--- src/pedc_regs.svh ---
// Function
// - Direction bit one drives pin as output
// - Direction field sits in bits seven to two
// - Pins one and zero never become outputs
// - Pins one and zero always readable
// - Input pin reads buffered pin state
// - Output pin reads stored latch value
// - Absent in expanded/special peripheral, forwarded externally
// - Absent in expanded modes when emulation set
// - Read and write anytime while mapped
// - Offset nine from relocatable module base
`ifndef PEDC_REGS_SVH
`define PEDC_REGS_SVH

`define PEDC_ADDR_W       12
`define PEDC_PORT_W       8
`define PEDC_IDX_DATA     8'h08
`define PEDC_IDX_DIR      8'h09
`define PEDC_IDX_CFG      8'h0A
`define PEDC_IDX_PINS     8'h0B
`define PEDC_DIR_MASK     8'hFC
`define PEDC_CFG_MODE_LSB 0
`define PEDC_CFG_EME_BIT  2
`define PEDC_CFG_BASE_LSB 4
`define PEDC_RST_DIR      8'h00
`define PEDC_RST_DATA     8'h00
`define PEDC_RST_BASE     4'h0
`define PEDC_BUS_CYCLE_NS 50
`define PEDC_CLK_MHZ      20
`define PEDC_READ_GAP_CYC ((`PEDC_BUS_CYCLE_NS * `PEDC_CLK_MHZ + 999) / 1000)

`endif

--- src/pedc_pkg.sv ---
package pedc_pkg;

    typedef enum logic [1:0] {
        PEDC_MODE_SINGLE     = 2'b00,
        PEDC_MODE_EXPANDED   = 2'b01,
        PEDC_MODE_EMUL_EXP   = 2'b10,
        PEDC_MODE_SPER       = 2'b11
    } pedc_mode_e;

    typedef enum logic [1:0] {
        PEDC_ST_IDLE = 2'b00,
        PEDC_ST_EXT  = 2'b01,
        PEDC_ST_RESP = 2'b10
    } pedc_state_e;

endpackage

--- src/pedc_pin_sync.sv ---
`timescale 1ns/10ps
`default_nettype none
module pedc_pin_sync #(
    parameter int WIDTH = 8
) (
    input  wire logic             clk_in,
    input  wire logic             rst_n_in,
    input  wire logic             ce_in,
    input  wire logic [WIDTH-1:0] async_in,
    output logic      [WIDTH-1:0] stable_out
);
    logic [WIDTH-1:0] s1_r;
    logic [WIDTH-1:0] s2_r;
    logic [WIDTH-1:0] s3_r;

    if (WIDTH < 1)
    begin : g_chk
        $error("pedc_pin_sync: WIDTH must be positive");
    end

    always_ff @(posedge clk_in or negedge rst_n_in)
    begin
        if (!rst_n_in)
        begin
            s1_r       <= '0;
            s2_r       <= '0;
            s3_r       <= '0;
            stable_out <= '0;
        end
        else if (ce_in)
        begin
            s1_r       <= async_in;
            s2_r       <= s1_r;
            s3_r       <= s2_r;
            // A bit moves only once the last two stages agree
            stable_out <= (s2_r & s3_r) | (stable_out & (s2_r ^ s3_r));
        end
    end
endmodule
`default_nettype wire

--- src/pedc_port_read.sv ---
`timescale 1ns/10ps
`default_nettype none
module pedc_port_read #(
    parameter int WIDTH = 8
) (
    input  wire logic [WIDTH-1:0] dir_in,
    input  wire logic [WIDTH-1:0] latch_in,
    input  wire logic [WIDTH-1:0] pins_in,
    output logic      [WIDTH-1:0] value_out
);
    if (WIDTH < 1)
    begin : g_chk
        $error("pedc_port_read: WIDTH must be positive");
    end

    always_comb
    begin
        value_out = (dir_in & latch_in) | (~dir_in & pins_in);
    end
endmodule
`default_nettype wire

--- src/pedc_top.sv ---
`timescale 1ns/10ps
`default_nettype none
`include "pedc_regs.svh"
module pedc_top (
    input  wire logic                    sys_clk_in,
    input  wire logic                    resetn_in,
    input  wire logic                    ce_in,
    input  wire logic [`PEDC_ADDR_W-1:0] avs_address_in,
    input  wire logic                    avs_read_in,
    input  wire logic                    avs_write_in,
    input  wire logic [31:0]             avs_writedata_in,
    input  wire logic [3:0]              avs_byteenable_in,
    output logic      [31:0]             avs_readdata_out,
    output logic                         avs_waitrequest_out,
    input  wire logic [`PEDC_PORT_W-1:0] port_pin_in,
    output logic      [`PEDC_PORT_W-1:0] port_pin_out,
    output logic      [`PEDC_PORT_W-1:0] port_pin_oe_out,
    output logic                         ext_req_out,
    output logic                         ext_we_out,
    output logic      [`PEDC_ADDR_W-1:0] ext_addr_out,
    output logic      [7:0]              ext_wdata_out,
    input  wire logic [7:0]              ext_rdata_in,
    input  wire logic                    ext_ack_in
);
    logic                    rst_s1_r;
    logic                    rst_n_r;
    logic [`PEDC_PORT_W-1:0] dir_r;
    logic [`PEDC_PORT_W-1:0] latch_r;
    pedc_pkg::pedc_mode_e    mode_r;
    logic                    eme_r;
    logic [3:0]              base_r;
    pedc_pkg::pedc_state_e   state_r;
    logic                    fwd_r;
    logic [`PEDC_PORT_W-1:0] pin_sync;
    logic [`PEDC_PORT_W-1:0] port_value;
    logic                    req;
    logic                    hit_dir;
    logic                    hit_data;
    logic                    hit_cfg;
    logic                    hit_pins;
    logic                    dir_absent;
    logic                    local_we;
    logic [7:0]              rdata_nxt;

    // Register byte address inside the relocatable block
    function automatic logic hit(
        input logic [`PEDC_ADDR_W-1:0] addr,
        input logic [3:0]              base,
        input logic [7:0]              idx
    );
        hit = (addr == {base, idx[5:0], 2'b00});
    endfunction

    function automatic logic absent(
        input pedc_pkg::pedc_mode_e mode,
        input logic                 port_e_emulation_enable
    );
        absent = (mode == pedc_pkg::PEDC_MODE_EXPANDED)
              || (mode == pedc_pkg::PEDC_MODE_SPER)
              || ((mode == pedc_pkg::PEDC_MODE_EMUL_EXP) && port_e_emulation_enable);
    endfunction

    // Reset release synchroniser
    always_ff @(posedge sys_clk_in or negedge resetn_in)
    begin
        if (!resetn_in)
        begin
            rst_s1_r <= 1'b0;
            rst_n_r  <= 1'b0;
        end
        else if (ce_in)
        begin
            rst_s1_r <= 1'b1;
            rst_n_r  <= rst_s1_r;
        end
    end

    pedc_pin_sync #(
        .WIDTH (`PEDC_PORT_W)
    ) u_pin_sync (
        .clk_in     (sys_clk_in),
        .rst_n_in   (rst_n_r),
        .ce_in      (ce_in),
        .async_in   (port_pin_in),
        .stable_out (pin_sync)
    );

    pedc_port_read #(
        .WIDTH (`PEDC_PORT_W)
    ) u_port_read (
        .dir_in    (dir_r),
        .latch_in  (latch_r),
        .pins_in   (pin_sync),
        .value_out (port_value)
    );

    always_comb
    begin
        req        = avs_read_in || avs_write_in;
        hit_dir    = hit(avs_address_in, base_r, `PEDC_IDX_DIR);
        hit_data   = hit(avs_address_in, base_r, `PEDC_IDX_DATA);
        hit_cfg    = hit(avs_address_in, base_r, `PEDC_IDX_CFG);
        hit_pins   = hit(avs_address_in, base_r, `PEDC_IDX_PINS);
        dir_absent = absent(mode_r, eme_r);
        // Writes land on the edge where the master sees waitrequest low
        local_we   = (state_r == pedc_pkg::PEDC_ST_RESP) && !fwd_r
                  && avs_write_in && avs_byteenable_in[0];
    end

    // Unmapped addresses read as zero and drop writes
    always_comb
    begin
        rdata_nxt = 8'h00;
        if (hit_dir)
        begin
            rdata_nxt = dir_r;
        end
        else if (hit_data)
        begin
            rdata_nxt = port_value;
        end
        else if (hit_cfg)
        begin
            rdata_nxt = {base_r, 1'b0, eme_r, mode_r};
        end
        else if (hit_pins)
        begin
            rdata_nxt = pin_sync;
        end
    end

    // Bus handshake
    always_ff @(posedge sys_clk_in or negedge rst_n_r)
    begin
        if (!rst_n_r)
        begin
            state_r             <= pedc_pkg::PEDC_ST_IDLE;
            fwd_r               <= 1'b0;
            avs_waitrequest_out <= 1'b1;
            avs_readdata_out    <= 32'h0000_0000;
        end
        else if (ce_in)
        begin
            case (state_r)
                pedc_pkg::PEDC_ST_IDLE:
                begin
                    if (req && hit_dir && dir_absent)
                    begin
                        state_r <= pedc_pkg::PEDC_ST_EXT;
                        fwd_r   <= 1'b1;
                    end
                    else if (req)
                    begin
                        state_r             <= pedc_pkg::PEDC_ST_RESP;
                        fwd_r               <= 1'b0;
                        avs_waitrequest_out <= 1'b0;
                        avs_readdata_out    <= {24'h00_0000, rdata_nxt};
                    end
                end
                pedc_pkg::PEDC_ST_EXT:
                begin
                    if (ext_ack_in)
                    begin
                        state_r             <= pedc_pkg::PEDC_ST_RESP;
                        avs_waitrequest_out <= 1'b0;
                        avs_readdata_out    <= {24'h00_0000, ext_rdata_in};
                    end
                end
                pedc_pkg::PEDC_ST_RESP:
                begin
                    state_r             <= pedc_pkg::PEDC_ST_IDLE;
                    fwd_r               <= 1'b0;
                    avs_waitrequest_out <= 1'b1;
                end
                default:
                begin
                    state_r             <= pedc_pkg::PEDC_ST_IDLE;
                    avs_waitrequest_out <= 1'b1;
                end
            endcase
        end
    end

    // External echo of accesses the block does not own
    always_ff @(posedge sys_clk_in or negedge rst_n_r)
    begin
        if (!rst_n_r)
        begin
            ext_req_out   <= 1'b0;
            ext_we_out    <= 1'b0;
            ext_addr_out  <= '0;
            ext_wdata_out <= 8'h00;
        end
        else if (ce_in)
        begin
            if (state_r == pedc_pkg::PEDC_ST_IDLE && req && hit_dir && dir_absent)
            begin
                ext_req_out   <= 1'b1;
                ext_we_out    <= avs_write_in;
                ext_addr_out  <= avs_address_in;
                ext_wdata_out <= avs_writedata_in[7:0];
            end
            else if (state_r == pedc_pkg::PEDC_ST_EXT && ext_ack_in)
            begin
                ext_req_out <= 1'b0;
            end
        end
    end

    // Direction register; low two pins stay input-only
    always_ff @(posedge sys_clk_in or negedge rst_n_r)
    begin
        if (!rst_n_r)
        begin
            dir_r <= `PEDC_RST_DIR;
        end
        else if (ce_in && local_we && hit_dir)
        begin
            dir_r <= avs_writedata_in[7:0] & `PEDC_DIR_MASK;
        end
    end

    always_ff @(posedge sys_clk_in or negedge rst_n_r)
    begin
        if (!rst_n_r)
        begin
            latch_r <= `PEDC_RST_DATA;
        end
        else if (ce_in && local_we && hit_data)
        begin
            latch_r <= avs_writedata_in[7:0];
        end
    end

    // Mode, emulation and relocation; the block stays reachable here
    always_ff @(posedge sys_clk_in or negedge rst_n_r)
    begin
        if (!rst_n_r)
        begin
            mode_r <= pedc_pkg::PEDC_MODE_SINGLE;
            eme_r  <= 1'b0;
            base_r <= `PEDC_RST_BASE;
        end
        else if (ce_in && local_we && hit_cfg)
        begin
            mode_r <= pedc_pkg::pedc_mode_e'(avs_writedata_in[`PEDC_CFG_MODE_LSB +: 2]);
            eme_r  <= avs_writedata_in[`PEDC_CFG_EME_BIT];
            base_r <= avs_writedata_in[`PEDC_CFG_BASE_LSB +: 4];
        end
    end

    always_comb
    begin
        port_pin_out    = latch_r;
        port_pin_oe_out = dir_r;
    end
endmodule
`default_nettype wire

--- config.mk ---
export PLATFORM = sky130hd
export DESIGN_NAME = pedc_top
export DESIGN_NICKNAME = d
export VERILOG_FILES = /design/src/pedc_pkg.sv /design/src/pedc_pin_sync.sv /design/src/pedc_port_read.sv /design/src/pedc_top.sv
export VERILOG_INCLUDE_DIRS = /design/src
export SDC_FILE = /design/constraint.sdc
export NUM_CORES = 1
export LEC_CHECK = 0
export ABC_CLOCK_PERIOD_IN_PS = 2900
export BUFFER_PORTS_ARGS = -buffer_cell sky130_fd_sc_hd__buf_4
export CORE_MARGIN = 2
export CORE_UTILIZATION = 51
export CTS_CLUSTER_SIZE = 8
export DETAILED_ROUTE_END_ITERATION = 8
export PLACE_DENSITY = 0.81
export REMOVE_ABC_BUFFERS = 1
export SLEW_MARGIN = 20
export SYNTH_ARGS = -nofsm -noshare
export SYNTH_HDL_FRONTEND = slang
export SYNTH_SLANG_ARGS = --single-unit
--- constraint.sdc ---
create_clock -name sys_clk_in -period 2.9 [get_ports sys_clk_in]
set_input_delay 0.29 -clock sys_clk_in [delete_from_list [all_inputs] [get_ports sys_clk_in]]
set_output_delay 0.29 -clock sys_clk_in [all_outputs]
set_load 0.005 [all_outputs]
==> results.py, run 1 <==
metrics = {
    "outcome": {
        "outcome": "finished clean",
    },
    "sta": {
        "fin_tns_setup_ps": 0,
        "period_minus_slack_ps": 2360,
        "finalSetupViolations": 0,
        "hold_viol_final": 0,
        "period_share_pct": 81.2,
        "rsz0062_at_grt": "false",
        "slew_headroom_pct": 49.0,
        "worst_slew_pin_slew_ps": 758,
        "finalMaxSlewViolations": 0,
        "timing.fmax_mhz": 424,
        "fin_skew_ps": 12.7,
    },
    "die": {
        "die_area_sq_um": 9020,
        "die-width_microns": 95.0,
        "core.rowCount": 33,
        "io_pins": 141,
        "start_util_pct": 51.9,
        "core_area_sq_um": 8130,
        "die_h_microns": 95.0,
    },
    "yosys": {
        "synth_flop_cell": "dfrtp_1",
        "synth_warnings": 0,
        "async_flop_share_pct": 100,
        "synth_edf_count": 0,
        "yosys.cell_count.top_type": "dfrtp_1",
        "yosysSeqAreaShare_pct": 52.8,
        "syn_inst": 317,
        "synth_top_area_cell": "dfrtp_1",
        "synth_commonest_cells": "dfrtp_1, mux2_2, buf_4",
        "synth.avg_cell_area_sq_um": 13.3,
        "yosysUniqueCellTypes": 39,
        "synth_seq_cells": 89,
        "synth_top_area_share_pct": 52.2,
        "syn_area_sq_um": 4220,
        "synthTopCellsByArea": "dfrtp_1, mux2_2, buf_4, mux2_4, ha_1",
    },
    "clock_network": {
        "cts_resized": 0,
        "clockBufferDepth": 2,
        "clock_sinks": 89,
        "clockRootBuffer": "clkbuf_8",
        "tritoncts": "yes",
        "htree_levels": 3,
        "cts_buffers": 9,
        "post_cts_buffers": 0,
        "insertion_delay_ps": 360,
        "cts.clk_slew.worst_paths_ps": 90,
    },
    "power": {
        "pwr-share-comb_pct": 12.5,
        "internal_power_w": 0.00205,
        "p_seq_share_pct": 52.9,
        "power.leakage_nw": 2.53,
        "clock_power_share_pct": 34.5,
        "swShare_pct": 23.4,
        "peakVddDrop_mv": 0.271,
        "power_density_nw_per_um2": 527,
        "p_switching_w": 0.000627,
    },
    "critical_path": {
        "startpoint_type": "register",
        "slowest_stage": "nand2_2",
        "path_class": "register to register",
        "end_kind": "register",
        "critPathRequiredTime_ps": 3130,
        "crit_buf_inv": 0,
        "max_stage_delay_ps": 480,
        "path_cells": "xnor2_1 > nand2_1 > nor4_2 > nand2_2 > mux2_4",
        "cp_top_family": "simple AND/OR/NAND/NOR gates",
        "worstPathArrival_ps": 2590,
        "path_max_fanout": 24,
    },
    "cells_and_area": {
        "final_util_pct": 62.6,
        "diodes": 0,
        "drive_gt1_share_pct": 47.8,
        "multi_input_area_sq_um": 1810,
        "area_delta_synth_final_pct": 20.6,
        "regArea_sq_um": 2230,
        "layoutNonFillerInstCount": 513,
        "finalNetCount": 482,
        "fillers": 635,
    },
    "detailed_routing": {
        "viasPerCell": 5.28,
        "wire_per_inst_microns": 17.1,
        "routed_wl_microns": 8750,
        "drtIter0Drc": 161,
        "drc": 0,
        "first_pass_iters": 5,
        "vias": 2708,
        "detail-route-antenna-nets": 0,
    },
    "global_route": {
        "grt_max_degree": 49,
        "antenna_found_initial": 0,
        "grt_pass1_wl_microns": 13700,
        "overflow": 0,
        "grt_usage_pct": 20.5,
        "grt_pass1_vias": 2653,
    },
    "job": {
        "cap_violations": 0,
    },
    "placement": {
        "finalWeightedCongestion": 0.809,
        "dp_cells": 497,
        "dp_hpwl_microns": 6150,
        "io_buffer_count": 87,
    },
    "hold_path": {
        "hold_class": "input pin to register",
    },
}
[power by group through the flow]
stage | logic [W] | registers (W) | clock network [W]
3_5_place_dp | 0.000332 | 0.00144 | 0
4_1_cts | 0.000339 | 0.00142 | 0.000945
3_3_place_gp | 0.000318 | 0.00143 | 0
5_1_grt | 0.000374 | 0.00143 | 0.00100
2_1_floorplan | 0.000225 | 0.00142 | 0
6_report | 0.000335 | 0.00142 | 0.000926
[cell type report]
cell class,instances,share of cell area (%)
inverters,2,0.148
flip-flops and latches,89,43.9
multi-input cells,211,35.7
repair buffers,91,13.5
clock inverters,5,1.57
clock buffers,10,2.70
well taps,105,2.58
[final timing paths]
| check | startpoint | to | slack [ps] | cells after the start |
|---|---|---|---|---|
| setup / recovery | base_r[0]$_DFFE_PN0P_ | ext_wdata_out[0]$_DFFE_PN0P_ | 540 | 5 |
| hold / removal | port_pin_in[5] | u_pin_sync.s1_r[5]$_DFFE_PN0P_ | 160 | 2 |
| setup reg to reg | base_r[0]$_DFFE_PN0P_ | ext_wdata_out[0]$_DFFE_PN0P_ | 540 | 5 |
| hold reg to reg | rst_n_r$_DFFE_PN0P_ | port_pin_out[2]$_DFFE_PN0P_ | 330 | 0 |
| max in group asynchronous | rst_n_r$_DFFE_PN0P_ | avs_readdata_out[7]$_DFFE_PN0P_ | 1610 | 1 |
| min in group asynchronous | resetn_in | rst_n_r$_DFFE_PN0P_ | 240 | 2 |
[layer usage]
layer | track usage (%) | share of wire, % | wire length, microns | vias up
li1 | - | - | - | 1253
met1 | 27.3 | 43 | 3780 | 1344
met2 | 32.2 | 48 | 4160 | 97
met3 | 4.39 | 7.2 | 628 | 14
met4 | 9.06 | 2.1 | 180 | 0
met5 | 0 | 0 | 0 | -
[state kept, by name, summed over array words and instances, names as in the netlist, 2 cells and up]
| name | flops |
|---|---|
| u_pin_sync.stable_out | 8 |
| u_pin_sync.s3_r | 8 |
| state_r | 2 |
| mode_r | 2 |
| ext_wdata_out | 8 |
| u_pin_sync.s2_r | 8 |
| port_pin_out | 8 |
| u_pin_sync.s1_r | 8 |
| ext_addr_out | 12 |
| base_r | 4 |
| port_pin_oe_out | 6 |
| avs_readdata_out | 8 |
[logic make-up (layout without fill, tap and decap cells)]
| logic type | Yosys count | count (layout) | synth area share [%] |
|---|---|---|---|
| and+or+nand+nor | 58 | 58 | 9.64 |
| xor gates and xnor gates | 4 | 4 | 0.830 |
| muxes | 79 | 79 | 21.9 |
| DFF | 89 | 89 | 52.8 |
| AOI/OAI and AO/OA | 36 | 36 | 5.96 |
| other | 1 | 26 | 0.0889 |
| adders and majority gates | 8 | 8 | 2.37 |
| buffers and inverters | 42 | 108 | 6.43 |
[worst register-to-register path, delay by kind of cell (launching register included)]
kind / cells / cell delay, ps
and+or+nand+nor: 3 / 1180
muxes: 1 / 460
DFF: 1 / 410
xor gates and xnor gates: 1 / 180
[cells in the final DEF, fill, tap and decap left out, types with 4 or more instances in the layout]
cell and instances:
a21oi_1 5, a221o_1 4, a22o_1 9, a22oi_1 6
and2_1 6, buf_4 90, clkbuf_8 10, conb_1 26
dfrtp_1 87, ha_1 8, mux2_2 70, mux2_4 9
nand2_1 14, nand2b_1 11, nor2_1 4, nor4_1 5
o21ai_0 11, xnor2_1 4
[metrics by stage]
step	hold slack, ps	worst slack, ps	instance area (sq um)	power (W)
floorplan	-5.59	223	4050	0.00164
global placement	73.0	446	4860	0.00175
detailed placement	73.8	393	4860	0.00177
CTS	150	511	5090	0.00270
global route	148	320	5090	0.00281
finish	160	544	5090	0.00268
[timing repair]
action,in CTS,in global routing
hold buffers,1,0
endpoints found under the setup margin,0,0
endpoints found under the hold margin,2,0
Note: power is estimated with default switching activity, not from simulation.
==> run 2: changes to the inputs <==
--- a/config.mk
+++ b/config.mk
@@ -6,13 +6,14 @@
 export SDC_FILE = /design/constraint.sdc
 export NUM_CORES = 1
 export LEC_CHECK = 0
-export ABC_CLOCK_PERIOD_IN_PS = 2900
+export ABC_AREA = 1
+export ABC_CLOCK_PERIOD_IN_PS = 2300
 export BUFFER_PORTS_ARGS = -buffer_cell sky130_fd_sc_hd__buf_4
 export CORE_MARGIN = 2
 export CORE_UTILIZATION = 51
 export CTS_CLUSTER_SIZE = 8
 export DETAILED_ROUTE_END_ITERATION = 8
-export PLACE_DENSITY = 0.81
+export PLACE_DENSITY = 0.8
 export REMOVE_ABC_BUFFERS = 1
 export SLEW_MARGIN = 20
 export SYNTH_ARGS = -nofsm -noshare
==> constraint.sdc (replaced) <==
create_clock -name sys_clk_in -period 2.3 [get_ports sys_clk_in]
set_input_delay 0.23 -clock sys_clk_in [delete_from_list [all_inputs] [get_ports sys_clk_in]]
set_output_delay 0.23 -clock sys_clk_in [all_outputs]
set_load 0.005 [all_outputs]
==> results.py, run 2 <==
metrics = {
    "die": {
        "die_area_sq_um": 9620,
        "core_area_sq_um": 8640,
        "die_h_microns": 98.1,
        "die-width_microns": 98.1,
        "start_util_pct": 52.3,
        "io_pins": 141,
        "core.rowCount": 34,
    },
    "detailed_routing": {
        "drtIter0Drc": 216,
        "routed_wl_microns": 9850,
        "vias": 3623,
        "detail-route-antenna-nets": 0,
        "viasPerCell": 4.96,
        "first_pass_iters": 4,
        "wire_per_inst_microns": 13.5,
        "drc": 0,
    },
    "cells_and_area": {
        "fillers": 765,
        "final_area_sq_um": 5360,
        "diodes": 0,
        "largest_reg_flops": 12,
        "drive_gt1_share_pct": 24.9,
        "multi_input_area_sq_um": 1830,
        "top_register": "ext_addr_out",
        "regArea_sq_um": 2230,
        "layoutNonFillerInstCount": 731,
        "final_cell_mix": "nand2_1, buf_4, dfrtp_1",
        "finalNetCount": 696,
        "area_delta_synth_final_pct": 18.6,
        "layout_commonest_cell": "nand2_1",
    },
    "placement": {
        "dp_cells": 714,
        "postPlaceCellArea_sq_um": 5140,
        "io_buffer_count": 87,
        "finalWeightedCongestion": 0.887,
        "dp_hpwl_microns": 7180,
    },
    "critical_path": {
        "crit_top_cell": "nand2_1",
        "r2r-end": "ext_addr_out[5]$_DFFE_PN0P_",
        "critPathRequiredTime_ps": 2610,
        "r2r-start": "base_r[3]$_DFFE_PN0P_",
        "path_cells": "inv_1 > nand2_1 > nand2_1 > nor2_8 > nand3_4 > inv_2 > nand3_4 > buf_4 > nand2_1",
        "worstPathArrival_ps": 2210,
        "end_kind": "register",
        "path_max_fanout": 35,
        "max_stage_delay_ps": 400,
        "startpoint_type": "register",
        "slowest_stage": "dfrtp_1",
        "reg2reg_depth": 9,
        "reg2reg_slack_ps": 400,
        "path_class": "register to register",
    },
    "clock_network": {
        "htree_levels": 3,
        "clock_sinks": 89,
        "insertion_delay_ps": 360,
        "cts_resized": 0,
        "post_cts_buffers": 0,
        "cts_hold_buf": 1,
        "clockBufferDepth": 2,
        "tritoncts": "yes",
        "clockRootBuffer": "clkbuf_8",
        "cts_buffers": 9,
        "cts.clk_slew.worst_paths_ps": 100,
    },
    "outcome": {
        "outcome": "finished clean",
    },
    "sta": {
        "period_minus_slack_ps": 1900,
        "period_share_pct": 82.8,
        "timing.fmax_mhz": 525,
        "finalSetupViolations": 0,
        "finalMaxSlewViolations": 0,
        "slew_headroom_pct": 59.5,
        "rsz0062_at_grt": "false",
        "hold_viol_final": 0,
        "worst_slew_pin_slew_ps": 606,
        "fin_skew_ps": 10.7,
    },
    "power": {
        "power_density_nw_per_um2": 657,
        "power.leakage_nw": 2.90,
        "peakVddDrop_mv": 0.528,
    },
    "global_route": {
        "grt_max_degree": 55,
        "grt_usage_pct": 21.4,
        "antenna_found_initial": 0,
        "grt_pass1_vias": 3473,
        "overflow": 0,
        "grt_pass1_wl_microns": 16600,
    },
    "hold_path": {
        "hold_class": "input pin to register",
        "hold_start": "port_pin_in[5]",
        "whs_path_depth": 3,
        "hold_end": "u_pin_sync.s1_r[5]$_DFFE_PN0P_",
    },
    "job": {
        "cap_violations": 0,
    },
    "yosys": {
        "synth.avg_cell_area_sq_um": 8.50,
        "yosysUniqueCellTypes": 36,
        "synth_top_area_cell": "dfrtp_1",
        "synth_commonest_cells": "nand2_1, dfrtp_1, inv_1",
        "synth_edf_count": 0,
        "synth_warnings": 0,
        "syn_inst": 531,
        "synth_seq_cells": 89,
        "yosys.cell_count.top_type": "nand2_1",
        "async_flop_share_pct": 100,
        "synthTopCellsByArea": "dfrtp_1, nand2_1, inv_1, buf_4, o21ai_2",
        "synth_flop_cell": "dfrtp_1",
        "synth_top_area_share_pct": 48.8,
        "syn_area_sq_um": 4520,
        "yosysSeqAreaShare_pct": 49.3,
    },
}
## run 2: changes by cell type in the layout (fill, tap and decap cells not counted), moves of 8 or more
cell      change
nand4_1       +8
nand2b_1     -11
o21ai_2      +22
inv_1        +60
o21ai_1      +12
a22o_1        -9
o21ai_0      +18
mux2_4        -9
nor2_1       +23
mux2_2       -70
nand3_1      +12
nand2_1     +157
## run 2: logic make-up (layout without fill, tap and decap cells)
logic type               after synthesis  count (layout)  synth area share, %
AO/OA/AOI/OAI                         82              82                 11.5
buffers and inverters                108             175                 12.2
other                                  1              26               0.0830
multiplexers                           4               4                0.887
adder cells (fa/ha/maj)                8               8                 2.22
flip-flops                            89              89                 49.3
AND/OR/NAND/NOR                      239             239                 23.8
## run 2: worst max-delay path by stage
stage,startpoint,endpoint,cells past startpoint
after global routing,base_r[2]$_DFFE_PN0P_,ext_addr_out[9]$_DFFE_PN0P_,9
after detailed placement,avs_address_in[1],ext_addr_out[5]$_DFFE_PN0P_,9
after CTS,base_r[3]$_DFFE_PN0P_,ext_addr_out[5]$_DFFE_PN0P_,9
final,base_r[3]$_DFFE_PN0P_,ext_addr_out[5]$_DFFE_PN0P_,9
after global placement,avs_address_in[1],ext_addr_out[2]$_DFFE_PN0P_,9
after floorplan,rst_n_r$_DFFE_PN0P_,avs_readdata_out[0]$_DFFE_PN0P_,0
## run 2: worst max-delay path, delay by kind of cell (launching register included)
kind / cells / cell delay [ps]
buffers and inverters: 3 / 490
and+or+nand+nor: 6 / 960
DFF: 1 / 400
## run 2: stage by stage
stage                     total power (W)  hold WS, ps  setup TNS (ps)  utilization (%)  setup slack (ps)
final                             0.00352         68.4               0             62.0               396
after global routing              0.00372         67.2               0             62.0               231
after CTS                         0.00355         60.0               0             62.0               396
after detailed placement          0.00244         14.3               0             59.6               326
after global placement            0.00240         13.3               0             59.6               389
after floorplan                   0.00215        -65.6          -32930                -              -381
## run 2: final cells by class
class | count | area share (%)
clock buffer | 10 | 2.57
timing repair buffer | 92 | 13.2
multi-input combinational | 359 | 34.1
clock inverter | 6 | 1.21
sequential | 89 | 41.7
inverter | 67 | 4.72
tap | 108 | 2.52
## run 2: power breakdown
| group | total (W) | internal (W) | switching [W] |
|---|---|---|---|
| combinational | 0.000588 | 0.000258 | 0.000330 |
| sequential | 0.00182 | 0.00171 | 0.000111 |
| clock | 0.00112 | 0.000536 | 0.000579 |
| total | 0.00352 | 0.00250 | 0.00102 |
## run 2: metal layers
metal | share of wire (%) | wire length, microns | vias to the layer above | GRT usage [%]
li1 | - | - | 1789 | -
met1 | 45 | 4390 | 1706 | 29.3
met2 | 48 | 4710 | 118 | 35.0
met3 | 6.6 | 651 | 10 | 4.37
met4 | 1.0 | 102 | 0 | 5.66
met5 | 0 | 0 | - | 0
